### config.mk
export PLATFORM = sky130hd
export DESIGN_NAME = adc_serial_if
export DESIGN_NICKNAME = d
export VERILOG_FILES = /design/src/result_fifo.v /design/src/adc_serial_if.v
export VERILOG_INCLUDE_DIRS = /design/src /design/src/include
export SDC_FILE = /design/constraint.sdc
export NUM_CORES = 1
export LEC_CHECK = 0
export BUFFER_PORTS_ARGS = -buffer_cell sky130_fd_sc_hd__buf_2
export CAP_MARGIN = 10
export CORE_UTILIZATION = 40
export CTS_BUF_LIST = sky130_fd_sc_hd__clkbuf_8 sky130_fd_sc_hd__clkbuf_16
export CTS_CLUSTER_SIZE = 25
export DETAILED_ROUTE_END_ITERATION = 16
export MAX_ROUTING_LAYER = met4
export PLACE_DENSITY = 0.63
export REMOVE_ABC_BUFFERS = 1
export SLEW_MARGIN = 20
export SYNTH_ARGS = -nofsm -noshare
export SYNTH_HDL_FRONTEND = slang
export SYNTH_SLANG_ARGS = --single-unit
### constraint.sdc
create_clock -name CLK_SYS -period 3.59 [get_ports CLK_SYS]
set_input_delay 0.1795 -clock CLK_SYS [delete_from_list [all_inputs] [get_ports CLK_SYS]]
set_output_delay 0.1795 -clock CLK_SYS [all_outputs]
set_load 0.02 [all_outputs]
### src/include/adc_serial_regs.vh
// constants for the converter serial result interface
`ifndef ADC_SERIAL_REGS_VH
`define ADC_SERIAL_REGS_VH
// -----------------------------------------------------------------
// frame and timing
// -----------------------------------------------------------------
`define RESULT_BITS 24
`define BIT_CNT_W 5
`define LAST_BIT 5'h17
`define SCK_DIV 8
`define CLK_PERIOD_NS 5
`define STATUS_TEST_DELAY_NS 23000
`define CONV_CYCLES_DEFAULT 32'h01fb_d0a0
`define FIFO_DEPTH 16
`define PU_HOLD 2'h3
`endif

### src/result_fifo.v
// first-word-fall-through result fifo with valid/ready on both sides
`timescale 1ns/1ps
module result_fifo #(
    parameter WIDTH = 24,
    parameter DEPTH = 16,
    parameter AW = 4
) (
    input wire clk,
    input wire srst,
    input wire [WIDTH-1:0] in_data,
    input wire in_valid,
    output wire in_ready,
    output wire [WIDTH-1:0] out_data,
    output wire out_valid,
    input wire out_ready
);
    reg [WIDTH-1:0] mem [0:DEPTH-1];
    reg [AW:0] wr_q;
    reg [AW:0] rd_q;
    wire full = (wr_q[AW] != rd_q[AW]) && (wr_q[AW-1:0] == rd_q[AW-1:0]);
    wire empty = (wr_q == rd_q);
    assign in_ready = !full;
    assign out_valid = !empty;
    assign out_data = mem[rd_q[AW-1:0]];
    always @(posedge clk) begin
        if (srst) begin
            wr_q <= {(AW+1){1'b0}};
            rd_q <= {(AW+1){1'b0}};
        end else begin
            if (in_valid && !full) begin
                mem[wr_q[AW-1:0]] <= in_data;
                wr_q <= wr_q + 1'b1;
            end
            if (out_ready && !empty)
                rd_q <= rd_q + 1'b1;
        end
    end
endmodule

### src/adc_serial_if.v
// serial result and status interface of the converter
`timescale 1ns/1ps
`include "adc_serial_regs.vh"
// Summary of operation
// - cs fall samples sck; low selects external
// - sdo released whenever cs is high
// - cs low in convert/sleep shows busy
// - conversion end enters sleep regardless of cs
// - sleep holds result until sck rise
// - sdo changes on sck falling edges
// - external single cycle: 24th fall restarts
// - cs rise during readout restarts conversion
// - cs tied low: mode fixed at reset end
// - two-wire: result loads when busy falls
// - two-wire: 24th fall drives sdo, restarts
// - pull-up on sck during cs fall
// - internal mode: cs fall drives sck low
// - internal mode: sck rises after test delay
// - cs rise before delay keeps sleep
// - internal: 24 rises, then sck high, restart
// - internal: cs rise during readout restarts
// - pull-up off while sck low
// - cs rise in status test re-enables pull-up
// - internal sck is conversion clock over eight times OSC_DIV
module adc_serial_if #(
    parameter CONV_CYCLES = `CONV_CYCLES_DEFAULT,
    parameter OSC_DIV = 1
) (
    // clock and reset
    input wire CLK_SYS,
    input wire SRST,
    // serial pins
    input wire CS_N,
    input wire SCK_IN,
    output reg SCK_OUT,
    output reg SCK_OE,
    output reg SCK_PULLUP_EN,
    output reg SDO_OUT,
    output reg SDO_OE,
    // result source from the modulator
    input wire [`RESULT_BITS-1:0] SAMPLE_DATA,
    input wire SAMPLE_VALID,
    output reg SAMPLE_READY,
    // status
    output reg BUSY,
    output reg EXT_MODE
);
    // -----------------------------------------------------------------
    // timing counts
    // -----------------------------------------------------------------
    // status test delay is fixed for the internal oscillator; an external
    // oscillator would shorten it, which this block does not model
    localparam integer DELAY_CYCLES = (`STATUS_TEST_DELAY_NS + `CLK_PERIOD_NS - 1) / `CLK_PERIOD_NS;
    localparam integer HALF_SCK = (`SCK_DIV * OSC_DIV) / 2;
    localparam [1:0] S_CONV = 2'h0;
    localparam [1:0] S_SLEEP = 2'h1;
    localparam [1:0] S_OUT = 2'h2;

    function [31:0] inc32;
        input [31:0] v;
        begin
            inc32 = v + 32'h0000_0001;
        end
    endfunction

    // true on the last cycle of a count that runs from zero to limit-1
    function reached;
        input [31:0] cnt;
        input [31:0] limit;
        begin
            reached = (cnt >= limit - 32'h0000_0001);
        end
    endfunction

    // -----------------------------------------------------------------
    // pin synchronisers
    // -----------------------------------------------------------------
    reg cs_m_q, cs_s_q, cs_p_q;
    reg sck_m_q, sck_s_q, sck_p_q;
    always @(posedge CLK_SYS) begin
        cs_m_q <= CS_N;
        cs_s_q <= cs_m_q;
        cs_p_q <= cs_s_q;
        sck_m_q <= SCK_IN;
        sck_s_q <= sck_m_q;
        sck_p_q <= sck_s_q;
    end
    wire cs_fall = cs_p_q && !cs_s_q;
    wire cs_rise = !cs_p_q && cs_s_q;
    wire sck_rise = !sck_p_q && sck_s_q;
    wire sck_fall = sck_p_q && !sck_s_q;

    // -----------------------------------------------------------------
    // result buffer
    // -----------------------------------------------------------------
    wire [`RESULT_BITS-1:0] fifo_data;
    wire fifo_valid;
    wire fifo_in_ready;
    reg fifo_pop;
    result_fifo #(.WIDTH(`RESULT_BITS), .DEPTH(`FIFO_DEPTH), .AW(4)) u_fifo (
        .clk(CLK_SYS),
        .srst(SRST),
        .in_data(SAMPLE_DATA),
        .in_valid(SAMPLE_VALID),
        .in_ready(fifo_in_ready),
        .out_data(fifo_data),
        .out_valid(fifo_valid),
        .out_ready(fifo_pop)
    );

    // -----------------------------------------------------------------
    // main state
    // -----------------------------------------------------------------
    reg [1:0] state_q;
    reg [31:0] conv_cnt_q;
    reg [31:0] dly_cnt_q;
    reg [31:0] div_cnt_q;
    reg [`RESULT_BITS-1:0] shift_q;
    reg [`BIT_CNT_W-1:0] bit_q;
    reg mode_init_q;
    reg rose_q;
    reg timing_q;
    reg [1:0] pu_hold_q;
    wire conv_done = reached(conv_cnt_q, CONV_CYCLES);
    wire dly_done = reached(dly_cnt_q, DELAY_CYCLES);
    wire half_done = reached(div_cnt_q, HALF_SCK);

    always @(posedge CLK_SYS) begin
        fifo_pop <= 1'b0;
        if (SRST) begin
            state_q <= S_CONV;
            conv_cnt_q <= 32'h0;
            dly_cnt_q <= 32'h0;
            div_cnt_q <= 32'h0;
            shift_q <= {`RESULT_BITS{1'b0}};
            bit_q <= {`BIT_CNT_W{1'b0}};
            mode_init_q <= 1'b1;
            rose_q <= 1'b0;
            timing_q <= 1'b0;
            BUSY <= 1'b1;
            EXT_MODE <= 1'b0;
            SCK_OUT <= 1'b1;
            SCK_OE <= 1'b0;
            SDO_OUT <= 1'b1;
        end else begin
            // mode strap caught once synchronisers settle after reset
            if (mode_init_q && !cs_p_q && !cs_s_q) begin
                mode_init_q <= 1'b0;
                EXT_MODE <= !sck_s_q;
            end else if (cs_p_q || cs_s_q)
                mode_init_q <= 1'b0;
            if (cs_fall) begin
                EXT_MODE <= !sck_s_q;
            end
            case (state_q)
            S_CONV: begin
                BUSY <= 1'b1;
                if (conv_done) begin
                    // conversion ends on its own, cs level ignored
                    conv_cnt_q <= 32'h0;
                    state_q <= S_SLEEP;
                    BUSY <= 1'b0;
                    if (fifo_valid) begin
                        shift_q <= fifo_data;
                        fifo_pop <= 1'b1;
                    end
                    timing_q <= !cs_s_q;
                    dly_cnt_q <= 32'h0;
                end else
                    conv_cnt_q <= inc32(conv_cnt_q);
            end
            S_SLEEP: begin
                BUSY <= 1'b0;
                if (cs_fall)
                    timing_q <= 1'b1;
                if (EXT_MODE) begin
                    if (!cs_s_q && sck_rise) begin
                        state_q <= S_OUT;
                        bit_q <= {`BIT_CNT_W{1'b0}};
                    end
                end else if (cs_s_q) begin
                    timing_q <= 1'b0;
                    dly_cnt_q <= 32'h0;
                end else if (timing_q) begin
                    if (dly_done) begin
                        state_q <= S_OUT;
                        SCK_OUT <= 1'b1;
                        rose_q <= 1'b1;
                        bit_q <= {`BIT_CNT_W{1'b0}};
                        div_cnt_q <= 32'h0;
                        timing_q <= 1'b0;
                    end else
                        dly_cnt_q <= inc32(dly_cnt_q);
                end
            end
            S_OUT: begin
                if (cs_rise) begin
                    state_q <= S_CONV;
                    SCK_OUT <= 1'b1;
                end else if (EXT_MODE) begin
                    if (sck_fall) begin
                        if (bit_q == `LAST_BIT)
                            state_q <= S_CONV;
                        else begin
                            SDO_OUT <= shift_q[`RESULT_BITS-1];
                            shift_q <= {shift_q[`RESULT_BITS-2:0], 1'b0};
                            bit_q <= bit_q + 1'b1;
                        end
                    end
                end else if (half_done) begin
                    div_cnt_q <= 32'h0;
                    if (rose_q) begin
                        if (bit_q == `LAST_BIT)
                            state_q <= S_CONV;
                        else begin
                            SCK_OUT <= 1'b0;
                            rose_q <= 1'b0;
                            SDO_OUT <= shift_q[`RESULT_BITS-1];
                            shift_q <= {shift_q[`RESULT_BITS-2:0], 1'b0};
                        end
                    end else begin
                        SCK_OUT <= 1'b1;
                        rose_q <= 1'b1;
                        bit_q <= bit_q + 1'b1;
                    end
                end else
                    div_cnt_q <= inc32(div_cnt_q);
            end
            default: state_q <= S_CONV;
            endcase
            // busy / sdo presentation outside readout
            if (state_q != S_OUT || (state_q == S_OUT && (cs_rise ||
                (EXT_MODE && sck_fall && bit_q == `LAST_BIT) ||
                (!EXT_MODE && rose_q && bit_q == `LAST_BIT && half_done)))) begin
                if (state_q == S_OUT)
                    SDO_OUT <= 1'b1;
                else if (state_q == S_CONV)
                    SDO_OUT <= !conv_done;
                else if (!(state_q == S_SLEEP && !EXT_MODE && timing_q && !cs_s_q && dly_done))
                    SDO_OUT <= 1'b0;
            end
            // sck drive in internal mode: low on select, off when deselected;
            // held off in the select-edge and strap cycles, where the mode
            // is still being decided, so sck is never driven in external mode
            if (!EXT_MODE && !cs_s_q && !cs_fall && !mode_init_q) begin
                SCK_OE <= 1'b1;
                // first driven cycle is low; after a readout sck stays high until sleep, which drives it low
                if (!SCK_OE || (state_q == S_SLEEP && !(timing_q && dly_done)))
                    SCK_OUT <= 1'b0;
            end else begin
                SCK_OE <= 1'b0;
                if (state_q != S_OUT)
                    SCK_OUT <= 1'b1;
            end
        end
    end

    // -----------------------------------------------------------------
    // pin enable and buffer flow
    // -----------------------------------------------------------------
    always @(posedge CLK_SYS) begin
        if (SRST) begin
            SDO_OE <= 1'b0;
            SAMPLE_READY <= 1'b0;
        end else begin
            SDO_OE <= !cs_s_q;
            SAMPLE_READY <= fifo_in_ready;
        end
    end

    // -----------------------------------------------------------------
    // sck pull-up
    // -----------------------------------------------------------------
    // the synchronised pin trails the pin by two clocks, so right after a
    // select edge the old low level is ignored until the chain catches up;
    // otherwise the pull-up would switch itself off before it could act
    always @(posedge CLK_SYS) begin
        if (SRST) begin
            SCK_PULLUP_EN <= 1'b1;
            pu_hold_q <= 2'h0;
        end else if (cs_fall || cs_rise) begin
            SCK_PULLUP_EN <= 1'b1;
            pu_hold_q <= `PU_HOLD;
        end else begin
            if (pu_hold_q != 2'h0)
                pu_hold_q <= pu_hold_q - 2'h1;
            // own low drive turns it off at once
            if (SCK_OE && !SCK_OUT)
                SCK_PULLUP_EN <= 1'b0;
            else if (pu_hold_q == 2'h0 && !sck_s_q)
                SCK_PULLUP_EN <= 1'b0;
        end
    end
endmodule

After elaboration in Yosys (flattened, before gate mapping)
Memories as Yosys holds them, arrays and structs flattened. A register that Yosys moved wholly into a read port is not among the register bits.
Index checks and enable logic that the tools add are counted.
{"block": "totals", "regBits": 157, "latchBits": 0, "ramBits": 384, "mem_bits_ro": 0, "inputBits": 29, "wordCells": 242, "mem_count": 1}
{"block": "classes", "addsub": 7, "n_mul": 0, "div": 0, "order_cmp": 3, "n_eq_ne": 30, "shift": 0, "muxes": 107, "n_bitwise": 2, "reduce_logical": 65}
{"memory": "u_fifo.mem", "words": 16, "word_bits": 24, "read_ports": 1, "rd_ports_with_merged_regs": 1, "write_ports": 1, "line_no": "result_fifo.v:17", "source": "reg [WIDTH-1:0] mem [0:DEPTH-1];"}
{"cell": "2-to-1 mux 32 bit", "count": 13}
{"cell": "2-to-1 mux 24 bit", "count": 8}
{"cell": "one-hot mux 32 bit (2 select lines)", "count": 2}
{"cell": "adder 32 x 1 -> 32 bit, second input constant", "count": 3}
{"cell": "2-to-1 mux 5 bit", "count": 11}
{"cell": "2-to-1 mux 1 bit", "count": 50}
{"cell": "one-hot mux 24 bit (2 select lines)", "count": 1}
{"cell": "inequality test 3 bit, second input constant", "count": 11}
{"cell": "greater-or-equal comparator 32 x 13 -> 1 bit, second input constant", "count": 1}
{"cell": "greater-or-equal comparator 32 x 2 -> 1 bit, second input constant", "count": 1}
{"cell": "greater-or-equal comparator 32 x 25 -> 1 bit, second input constant", "count": 1}
{"cell": "2-to-1 mux 2 bit", "count": 14}
{"cell": "logical AND 1 bit", "count": 27}
{"cell": "inequality test 2 bit, second input constant", "count": 10}
{"cell": "AND reduction 8 bit", "count": 2}
{"cell": "nonzero test 2 bit", "count": 8}
{"cell": "adder 5 x 1 -> 5 bit, second input constant", "count": 3}
{"cell": "AND reduction 7 bit", "count": 2}
{"cell": "logical NOT 1 bit", "count": 13}
{"cell": "inequality test 4 bit, second input constant", "count": 3}
{"cell": "one-hot mux 5 bit (2 select lines)", "count": 1}
{"cell": "AND reduction 10 bit", "count": 1}
{"cell": "2-to-1 mux 4 bit", "count": 2}
{"cell": "one-hot mux 1 bit (2 select lines)", "count": 4}
{"cell": "other kinds (15)", "count": 22}

Logic depth before layout (Yosys ltp)
Gate-level depths: netlist of run 1.
{"block": "depth", "ltp_word": 11, "depth_mapped": 10, "depth_no_buf": 8}

By module
Synthesis of run 1 repeated with hierarchy kept, for this count alone.
{"block": "hier_totals", "cells_unflattened": 1423, "area_unflattened_um2": 22092.4}
{"module": "result_fifo", "instances": 1, "cells_each": 643, "area_each_um2": 15297.2}
{"module": "adc_serial_if", "instances": 1, "cells_each": 780, "area_each_um2": 6795.3}

Least setup slack after synthesis of run 1
No wires, ideal clock.
{"block": "synth_timing", "path_type": "flip-flop to flip-flop", "start": "register u_fifo.wr_q[3]", "end": "memory u_fifo.mem[3][0], enable pin", "setup_time_ns": 0.435, "arrival_time_ns": 2.820, "t_required_ns": 3.155, "slack_ns": 0.335, "path_stages_with_launch": 8, "synth_period_minus_slack_ns": 3.255, "path_cell_list": "dfxtp_1 buf_2 xor2_1 nor4_2 a21oi_1 and2_1 nand2_1 nor3_1"}
{"block": "synth_via", "elab_chain_cells": 7}
{"item": "from (decl)", "line_no": "result_fifo.v:18", "source": "reg [AW:0] wr_q;"}
{"item": "from (signal assigned)", "line_no": "result_fifo.v:27", "source": "wr_q <= {(AW+1){1'b0}};"}
{"item": "from (signal assigned)", "line_no": "result_fifo.v:32", "source": "wr_q <= wr_q + 1'b1;"}
{"item": "== test 4 bit", "line_no": "result_fifo.v:20", "source": "wire full = (wr_q[AW] != rd_q[AW]) && (wr_q[AW-1:0] == rd_q[AW-1:0]);"}
{"item": "logical AND 1 bit", "line_no": "result_fifo.v:20"}
{"item": "logical NOT 1 bit", "line_no": "result_fifo.v:30", "source": "if (in_valid && !full) begin"}
{"item": "logical AND 1 bit", "line_no": "result_fifo.v:30"}
{"item": "2-to-1 mux 1 bit", "line_no": "result_fifo.v:30"}
{"item": "2-to-1 mux 1 bit", "line_no": "result_fifo.v:26", "source": "if (srst) begin"}
{"item": "2-to-1 mux 1 bit (implied by the code)", "line_no": "result_fifo.v:31", "source": "mem[wr_q[AW-1:0]] <= in_data;"}
{"item": "to (decl)", "line_no": "result_fifo.v:17"}
Several ways; a longest one is shown, not always the timed one.

Worst setup path in the final report of run 1
{"block": "layout_timing", "start": "register u_fifo.wr_q[3]", "end": "memory u_fifo.mem[13][11], enable pin"}
Same word-level chain as after synthesis.

==> results list, run 1 <==
- Run status: completed
- Kind of cell with the highest combined delay on the critical path: simple AND/OR/NAND/NOR gates
- Number of nets in the final layout: 1711
- The root buffer cell chosen for the clock tree is clkbuf_16.
- In the routed design, unresolved DRC markers number 0.
- In the routed layout, each cell is associated on average with a via count of 5.66.
* Die Area: 0.0570 sq mm
- Type of element launching the critical path: flip-flop
- Number of buffers created by CTS: 54
* Worst Max-Slew Pin Slew: 1.08 ns
- Clock latency on the worst-skew pair, taken at its later pin, is 0.63 ns.
- Post-Syn Area: 0.0224 sq mm
- Proportion of synthesized flip-flops having asynchronous set or reset: 0%
- Seq cells post-synth: 545
* DRC marker count from the first detailed-route iteration: 1227
- For this run, the number of Yosys warnings is 0.
- H-tree levels: 2
- Setup skew after layout: 0.0637 ns
- Setup repair after global routing left no endpoint under its margin.
* Max-slew headroom at the worst pin: 27.9%
- The worst-case IR drop observed on VDD is 0.421 mV.
* Total negative setup slack: 0 ns
- Post-CTS Setup Bufs: 0
* Post-route clock period utilization: 80.9%
- Ordered cell list for the critical path: xor2_1 > nor4_2 > a21oi_1 > and2_1 > nand2_1 > nor2_4
* Pwr dens: 513 mW/mm^2
- The final layout contains routed wiring with a total length of 50600 um.
- Data arrival time of the critical path: 3.09 ns
- The clock period could shrink to 2.91 ns.
* Library cell occupying the most area in the post-synthesis netlist: edfxtp_1
- Overall via count from detail_route: 13.9k
- Critical path start-end classification: reg -> reg
* Final WS setup: 0.684 ns
- In the final routed layout, each cell accounts on average for 20.6 um.
- Routability-driven placement finished with a final weighted congestion of 0.811.
- Required time at the endpoint of the critical path: 3.77 ns
- Number of unique standard cell types used by synthesis: 69
- Max frequency: 344 MHz
- Drt pass-1 iters: 5
* Portion of the post-synthesis area used by sequential elements: 65.8%
- By area the synthesized netlist is led by edfxtp_1 (51%), dfxtp_1 (14%), mux4_2 (7.4%).
* Cell leakage power: 0.00818 uW
- The clock passes through at most 3 buffers.
* Effective utilization at floorplan: 40.6%
* Min-delay worst type: in -> reg
* Total clock sinks: 545
- Post-placement worst setup slack: 0.693 ns
- From left edge to right edge, the die measures 239 um.
* Worst path max stage delay: 0.88 ns
- Port buffering added 36 buffers.
- Count of final hold-check violations: 0
- The core region is 0.0552 sq mm.
* Share of post-route cells with drive strength above 1: 17.4%
- Die boundary height: 239 um
- Relative to the synthesized area, the layout overhead comes to 14.7%.
* Maximum fanout along the worst path: 24
- Number of instances in the synthesized netlist: 1605
- Final setup vio count: 0
- Antenna diode instance count: 0
- Average cell area after synthesis: 14.0 sq um
- Endpoint kind of the worst setup timing path: flip-flop
- Antenna violations before repair: 0
- # IOs: 37
* Hpwl dp: 29600 um
- For this design, the slowest cell found on the critical path is nor2_4.
* Post-route total power: 13200 uW
* Worst Path Buf+Inv: 0
- In this run the remaining antenna-violating nets after routing total 0.
- Max-cap violations in this run came to 0.
* Share of the synthesized area in the top cell type: 51.4%
- For this run, the leading register cell type out of synthesis is edfxtp_1.
- After clock tree synthesis, the clock-pin slew on the worst setup and hold paths is 0.07 ns.
- Most frequent cells in the layout: edfxtp_1 (384), dfxtp_1 (159), a21oi_1 (142)
- The number of global-route vias before repair came to 14.0k.
- The first global-routing pass estimated 79900 um of wire.
* Maximum number of pins on one net before global-route repair: 60
- In the global route stage, overall resource usage came out at 18.6%.
- The synthesized design contains 384 enable-type register cells.
* Pins Over Slew Limit: 0
* Most frequent standard cell in the layout excluding fill and tap cells: edfxtp_1
* CTS tree: done
- Row generation in the floorplan step produced 86 rows.
- GRT overflow: 0
## registers in the layout (all words and copies together) (netlist names), 2 cells and up, named ones only
name         flops
bit_q            5
conv_cnt_q      32
div_cnt_q       32
dly_cnt_q       32
pu_hold_q        2
shift_q         24
state_q          2
u_fifo.mem     384
u_fifo.rd_q      5
u_fifo.wr_q      5
## worst min-delay path, delay by kind of cell
family | cells | cell delay [ns]
and+or+nand+nor | 1 | 0.04
xor gates and xnor gates | 1 | 0.16
AOI/OAI and AO/OA | 1 | 0.20
buffers and inverters | 1 | 0.13
## metrics by stage
stage                     instance area, sq um  cells  hold WS (ns)  utilization, %
after floorplan                          22000   1512         0.207               -
after global placement                   23600   2331         0.285            42.7
after detailed placement                 23600   2331         0.287            42.7
after CTS                                25700   2458         0.140            46.6
after global routing                     25700   2458         0.185            46.6
final                                    25700   2458         0.175            46.6
## cell usage after synthesis, types with 8 or more instances
| master | n |
|---|---|
| a221oi_1 | 24 |
| buf_2 | 25 |
| edfxtp_1 | 384 |
| a41oi_1 | 9 |
| xnor2_1 | 10 |
| o21ai_0 | 37 |
| a31o_2 | 28 |
| ha_1 | 16 |
| or4_1 | 15 |
| nand3_1 | 33 |
| o21a_1 | 8 |
| clkbuf_1 | 59 |
| and4b_1 | 24 |
| o31ai_1 | 13 |
| dfxtp_1 | 161 |
| nor2_1 | 110 |
| xor2_1 | 26 |
| nand2_1 | 50 |
| inv_1 | 64 |
| nand4_1 | 38 |
| mux2i_1 | 48 |
| a31oi_1 | 22 |
| a21oi_1 | 142 |
| nor4_1 | 23 |
| mux4_2 | 74 |
| nor3_1 | 38 |
| and3_1 | 27 |
| nand2b_1 | 9 |
## final timing paths
path / start / end / slack (ns) / cells past startpoint
worst min register to register: sck_m_q / sck_s_q / 0.33 / 0
worst min-delay path: SAMPLE_VALID / u_fifo.wr_q[0] / 0.17 / 4
worst max-delay path: u_fifo.wr_q[3] / u_fifo.mem[13][11] / 0.68 / 6
worst max register to register: u_fifo.wr_q[3] / u_fifo.mem[13][11] / 0.68 / 6
## per-layer routing
metal | GRT usage, % | up-vias | share of wire [%]
met5 | - | - | 0
li1 | - | 6368 | -
met2 | 29.2 | 378 | 47
met3 | 2.44 | 97 | 5.0
met1 | 25.1 | 7069 | 46
met4 | 5.91 | 0 | 2.5
## area by class of cell
| type | instances | area (sq um) |
|---|---|---|
| clock buffer | 55 | 1370 |
| clock inverter | 45 | 475 |
| fill | 4793 | 29500 |
| inverter | 65 | 244 |
| multi-input combinational | 902 | 7140 |
| sequential | 545 | 14800 |
| tap | 748 | 936 |
| timing repair buffer | 98 | 776 |
## what timing repair did
item	CTS	global route
endpoints found under the hold margin	387	0
resized for setup	0	0
hold buffers	27	0
## cells by family (layout without fill, tap and decap cells)
family / Yosys count / count (layout) / share of synthesized area, %
xor+xnor: 36 / 36 / 1.41
fa+ha+maj: 16 / 16 / 0.893
simple gates: 402 / 402 / 9.94
compound gates: 326 / 326 / 9.48
flops: 545 / 545 / 65.8
mux: 122 / 122 / 9.58
buf+inv: 158 / 263 / 2.87
## power by group
part           internal, uW  switching, uW
logic                   176            373
registers              6780           37.8
clock network          3360           2450
total                 10300           2860
Power figures use the tool's default switching activity.
==> inputs of run 2 (changes only) <==
- clock period: 3.59 -> 2.7 ns (I/O delays scaled with it)
==> results list, run 2 (synthesized netlist as in run 1, its figures left out) <==
- Run status: completed
- Total negative setup slack: 0 ns (unchanged)
* Data arrival time of the critical path: 2.74 ns (-0.35 ns)
- The remaining design rule violation count is 0 (unchanged).
- The tree is rooted in a clkbuf_16.
- Post-CTS clock slew at the launch and capture registers of the worst setup and hold paths: 0.06 ns (about the same)
- Worst R2R Setup Slack: 0.16 ns (-0.52 ns)
* Worst Max-Slew Pin Slew: 1.07 ns (-0.00769 ns)
* # IOs: 37 (unchanged)
- The total congestion overflow after global routing came to 0 (unchanged).
- The flip-flop count of the largest register after layout is 384 (unchanged).
* Clock Tree Buf Depth: 3 (unchanged)
- Most frequent cells in the layout: edfxtp_1 (384), dfxtp_1 (159), a21oi_1 (142)
* Overall track demand over capacity in global routing: 18.5% (-0.031 points)
* Via count of the first global-routing pass: 13.7k (-2.0%)
- Overall via count from detail_route: 13.9k (-0.029%)
- The global-route wire length before repair was 79400 um (-0.66%).
- Pins Over Slew Limit: 0 (unchanged)
- Worst R2R End: u_fifo.mem[4][20]
- The number of iterations in the first detailed-routing pass is 7 (+2).
* Min-delay worst type: in -> reg
- The final instance count without filler cells came to 2491 (+1.3%).
* Site Rows: 86 (unchanged)
- The remaining max-slew budget at the tightest pin came to 28.4% (+0.51 points).
* Worst IR drop on VDD: 0.601 mV (+43%)
- The initial detailed-routing violation count was 1199 (-2.3%).
* Pwr dens: 649 mW/mm^2 (+26%)
- The count of buffers from port buffering was 36 (unchanged).
- The standard cell core area came to 0.0552 sq mm (unchanged).
- The post-detailed-route wirelength per cell is 20.2 um (-1.8%).
* Hpwl dp: 30200 um (+2.2%)
- Setup skew after layout: 0.0453 ns (-0.0185 ns)
- Vias per Instance: 5.58 (-1.4%)
- The starting density of the core was 40.6% (unchanged).
- Area post-placement: 0.0239 sq mm (+1.4%)
- The startpoint identified for the worst register-to-register timing path is u_fifo.rd_q[2].
- Die boundary height: 239 um (unchanged)
- The post-route clock period utilization was 93.9% (+13 points).
- The highest attainable clock frequency is 394 MHz (+15%).
- CTS tree: done
* Post-layout min period: 2.54 ns (-0.370 ns)
- The share of post-route cells with drive strength above 1 is 18.6% (+1.2 points).
* Post-CTS Setup Bufs: 0 (unchanged)
* Critical path start-end classification: reg -> reg
- Endpoint of the most critical setup path: u_fifo.mem[4][20]
* Antenna violations before repair: 1 (+1)
* Non-Filler Cell Area, Final: 0.0258 sq mm (+0.49%)
- The number of hold violations in the final report was 0 (unchanged).
- Maximum fanout along the worst path: 24 (unchanged)
- Depth of the most critical reg-to-reg path: 6 (unchanged)
- Leaving out fill and tap cells, the most frequent cell in the layout is edfxtp_1.
- The antenna violation net count after detailed routing is 0 (unchanged).
- Final setup vio count: 0 (unchanged)
* Maximum number of pins on one net before global-route repair: 61 (+1.7%)
- The worst setup path is captured at a flip-flop.
* Cell leakage power: 0.00834 uW (+1.9%)
- The critical path data required time was 2.90 ns (-0.87 ns).
- Setup repair after global routing could not meet its margin everywhere.
* Start point of the critical path: u_fifo.rd_q[2]
* Weighted congestion at the end of routability-driven global placement: 0.839 (+3.5%)
- Type of element launching the critical path: flip-flop
- Clock latency at the later pin of the worst-skew pair: 0.63 ns (about the same)
- The number of clock sinks is 545 (unchanged).
- The number of buffers created by CTS is 53 (-1.9%).
- Max cap viols: 0 (unchanged)
* Number of placed cells counting well taps: 2366 (+1.5%)
- The die area came to 0.0570 sq mm (unchanged).
- The number of nets in the final layout is 1745 (+2.0%).
- Post-Route WL: 50400 um (-0.53%)
- Min Hold Slack: 0.111 ns (-0.0640 ns)
- The H-tree level count came to 2 (unchanged).
- Synthesis-to-layout area growth: 15.2%
- Width of the chip: 239 um (unchanged)
-- run 2: changes by cell type in the layout (fill, tap and decap cells not counted), moves of 2 or more --
cell / delta
nand2_2: +2
bufinv_16: -6
clkinv_4: -2
clkinvlp_4: -3
nand2_1: -2
buf_12: +5
clkinv_8: +2
buf_4: +30
inv_1: +12
clkinv_1: -4
-- run 2: worst max-delay path: stages (launching register included) --
cell	delay [ns]
dfxtp_1	0.39
xor2_1	0.20
nor4_2	0.08
a21oi_1	0.15
and2_1	0.27
nand2_1	0.20
nor2_4	0.85
-- run 2: layout make-up --
class | count | area [sq um]
fillers | 4823 | 29400
clock inverters | 42 | 279
clock buffers | 55 | 1350
repair buffers | 133 | 1100
multi-input cells | 902 | 7150
inverters | 65 | 244
well taps | 748 | 936
diodes | 1 | 2.50
flip-flops and latches | 545 | 14800
-- run 2: how the worst min path moves through the flow --
stage / depth (start not counted) / slack [ns] / startpoint / endpoint
after floorplan: 0 / 0.16 / CS_N / cs_m_q
after global placement: 1 / 0.24 / CS_N / cs_m_q
after global routing: 4 / 0.14 / SAMPLE_VALID / u_fifo.wr_q[1]
after CTS: 4 / 0.07 / SAMPLE_VALID / u_fifo.wr_q[0]
after detailed placement: 1 / 0.24 / CS_N / cs_m_q
final: 4 / 0.11 / SAMPLE_VALID / u_fifo.wr_q[0]
-- run 2: per-stage QoR --
stage	power [uW]	utilization, %	setup slack, ns
final	16800	46.8	0.165
after detailed placement	9970	43.3	0.0931
after floorplan	9620	-	-3.50
after global routing	17300	46.8	-0.0177
after CTS	16900	46.8	0.0899
after global placement	9950	43.3	0.155
-- run 2: timing repair --
item	4_1_cts	5_1_grt
gates resized for setup	0	3
endpoints found under the hold margin	387	0
endpoints found under the setup margin	0	100
hold buffers	27	0
-- run 2: per-layer routing --
layer / wire length [um] / track usage (%) / part of all wire (%) / vias to the layer above
li1: - / - / - / 6462
met1: 22600 / 24.9 / 45 / 7030
met2: 24400 / 29.6 / 48 / 340
met3: 2360 / 2.66 / 4.7 / 76
met4: 998 / 4.84 / 2.0 / 0
met5: 0 / - / 0 / -
-- run 2: report_power, final --
| part | total [uW] | switching (uW) | leakage, uW | internal, uW |
|---|---|---|---|---|
| Sequential | 9070 | 44.1 | 0.00476 | 9020 |
| Combinational | 758 | 502 | 0.00271 | 256 |
| Clock | 6930 | 3110 | 0.000862 | 3820 |
| Total | 16800 | 3660 | 0.00834 | 13100 |
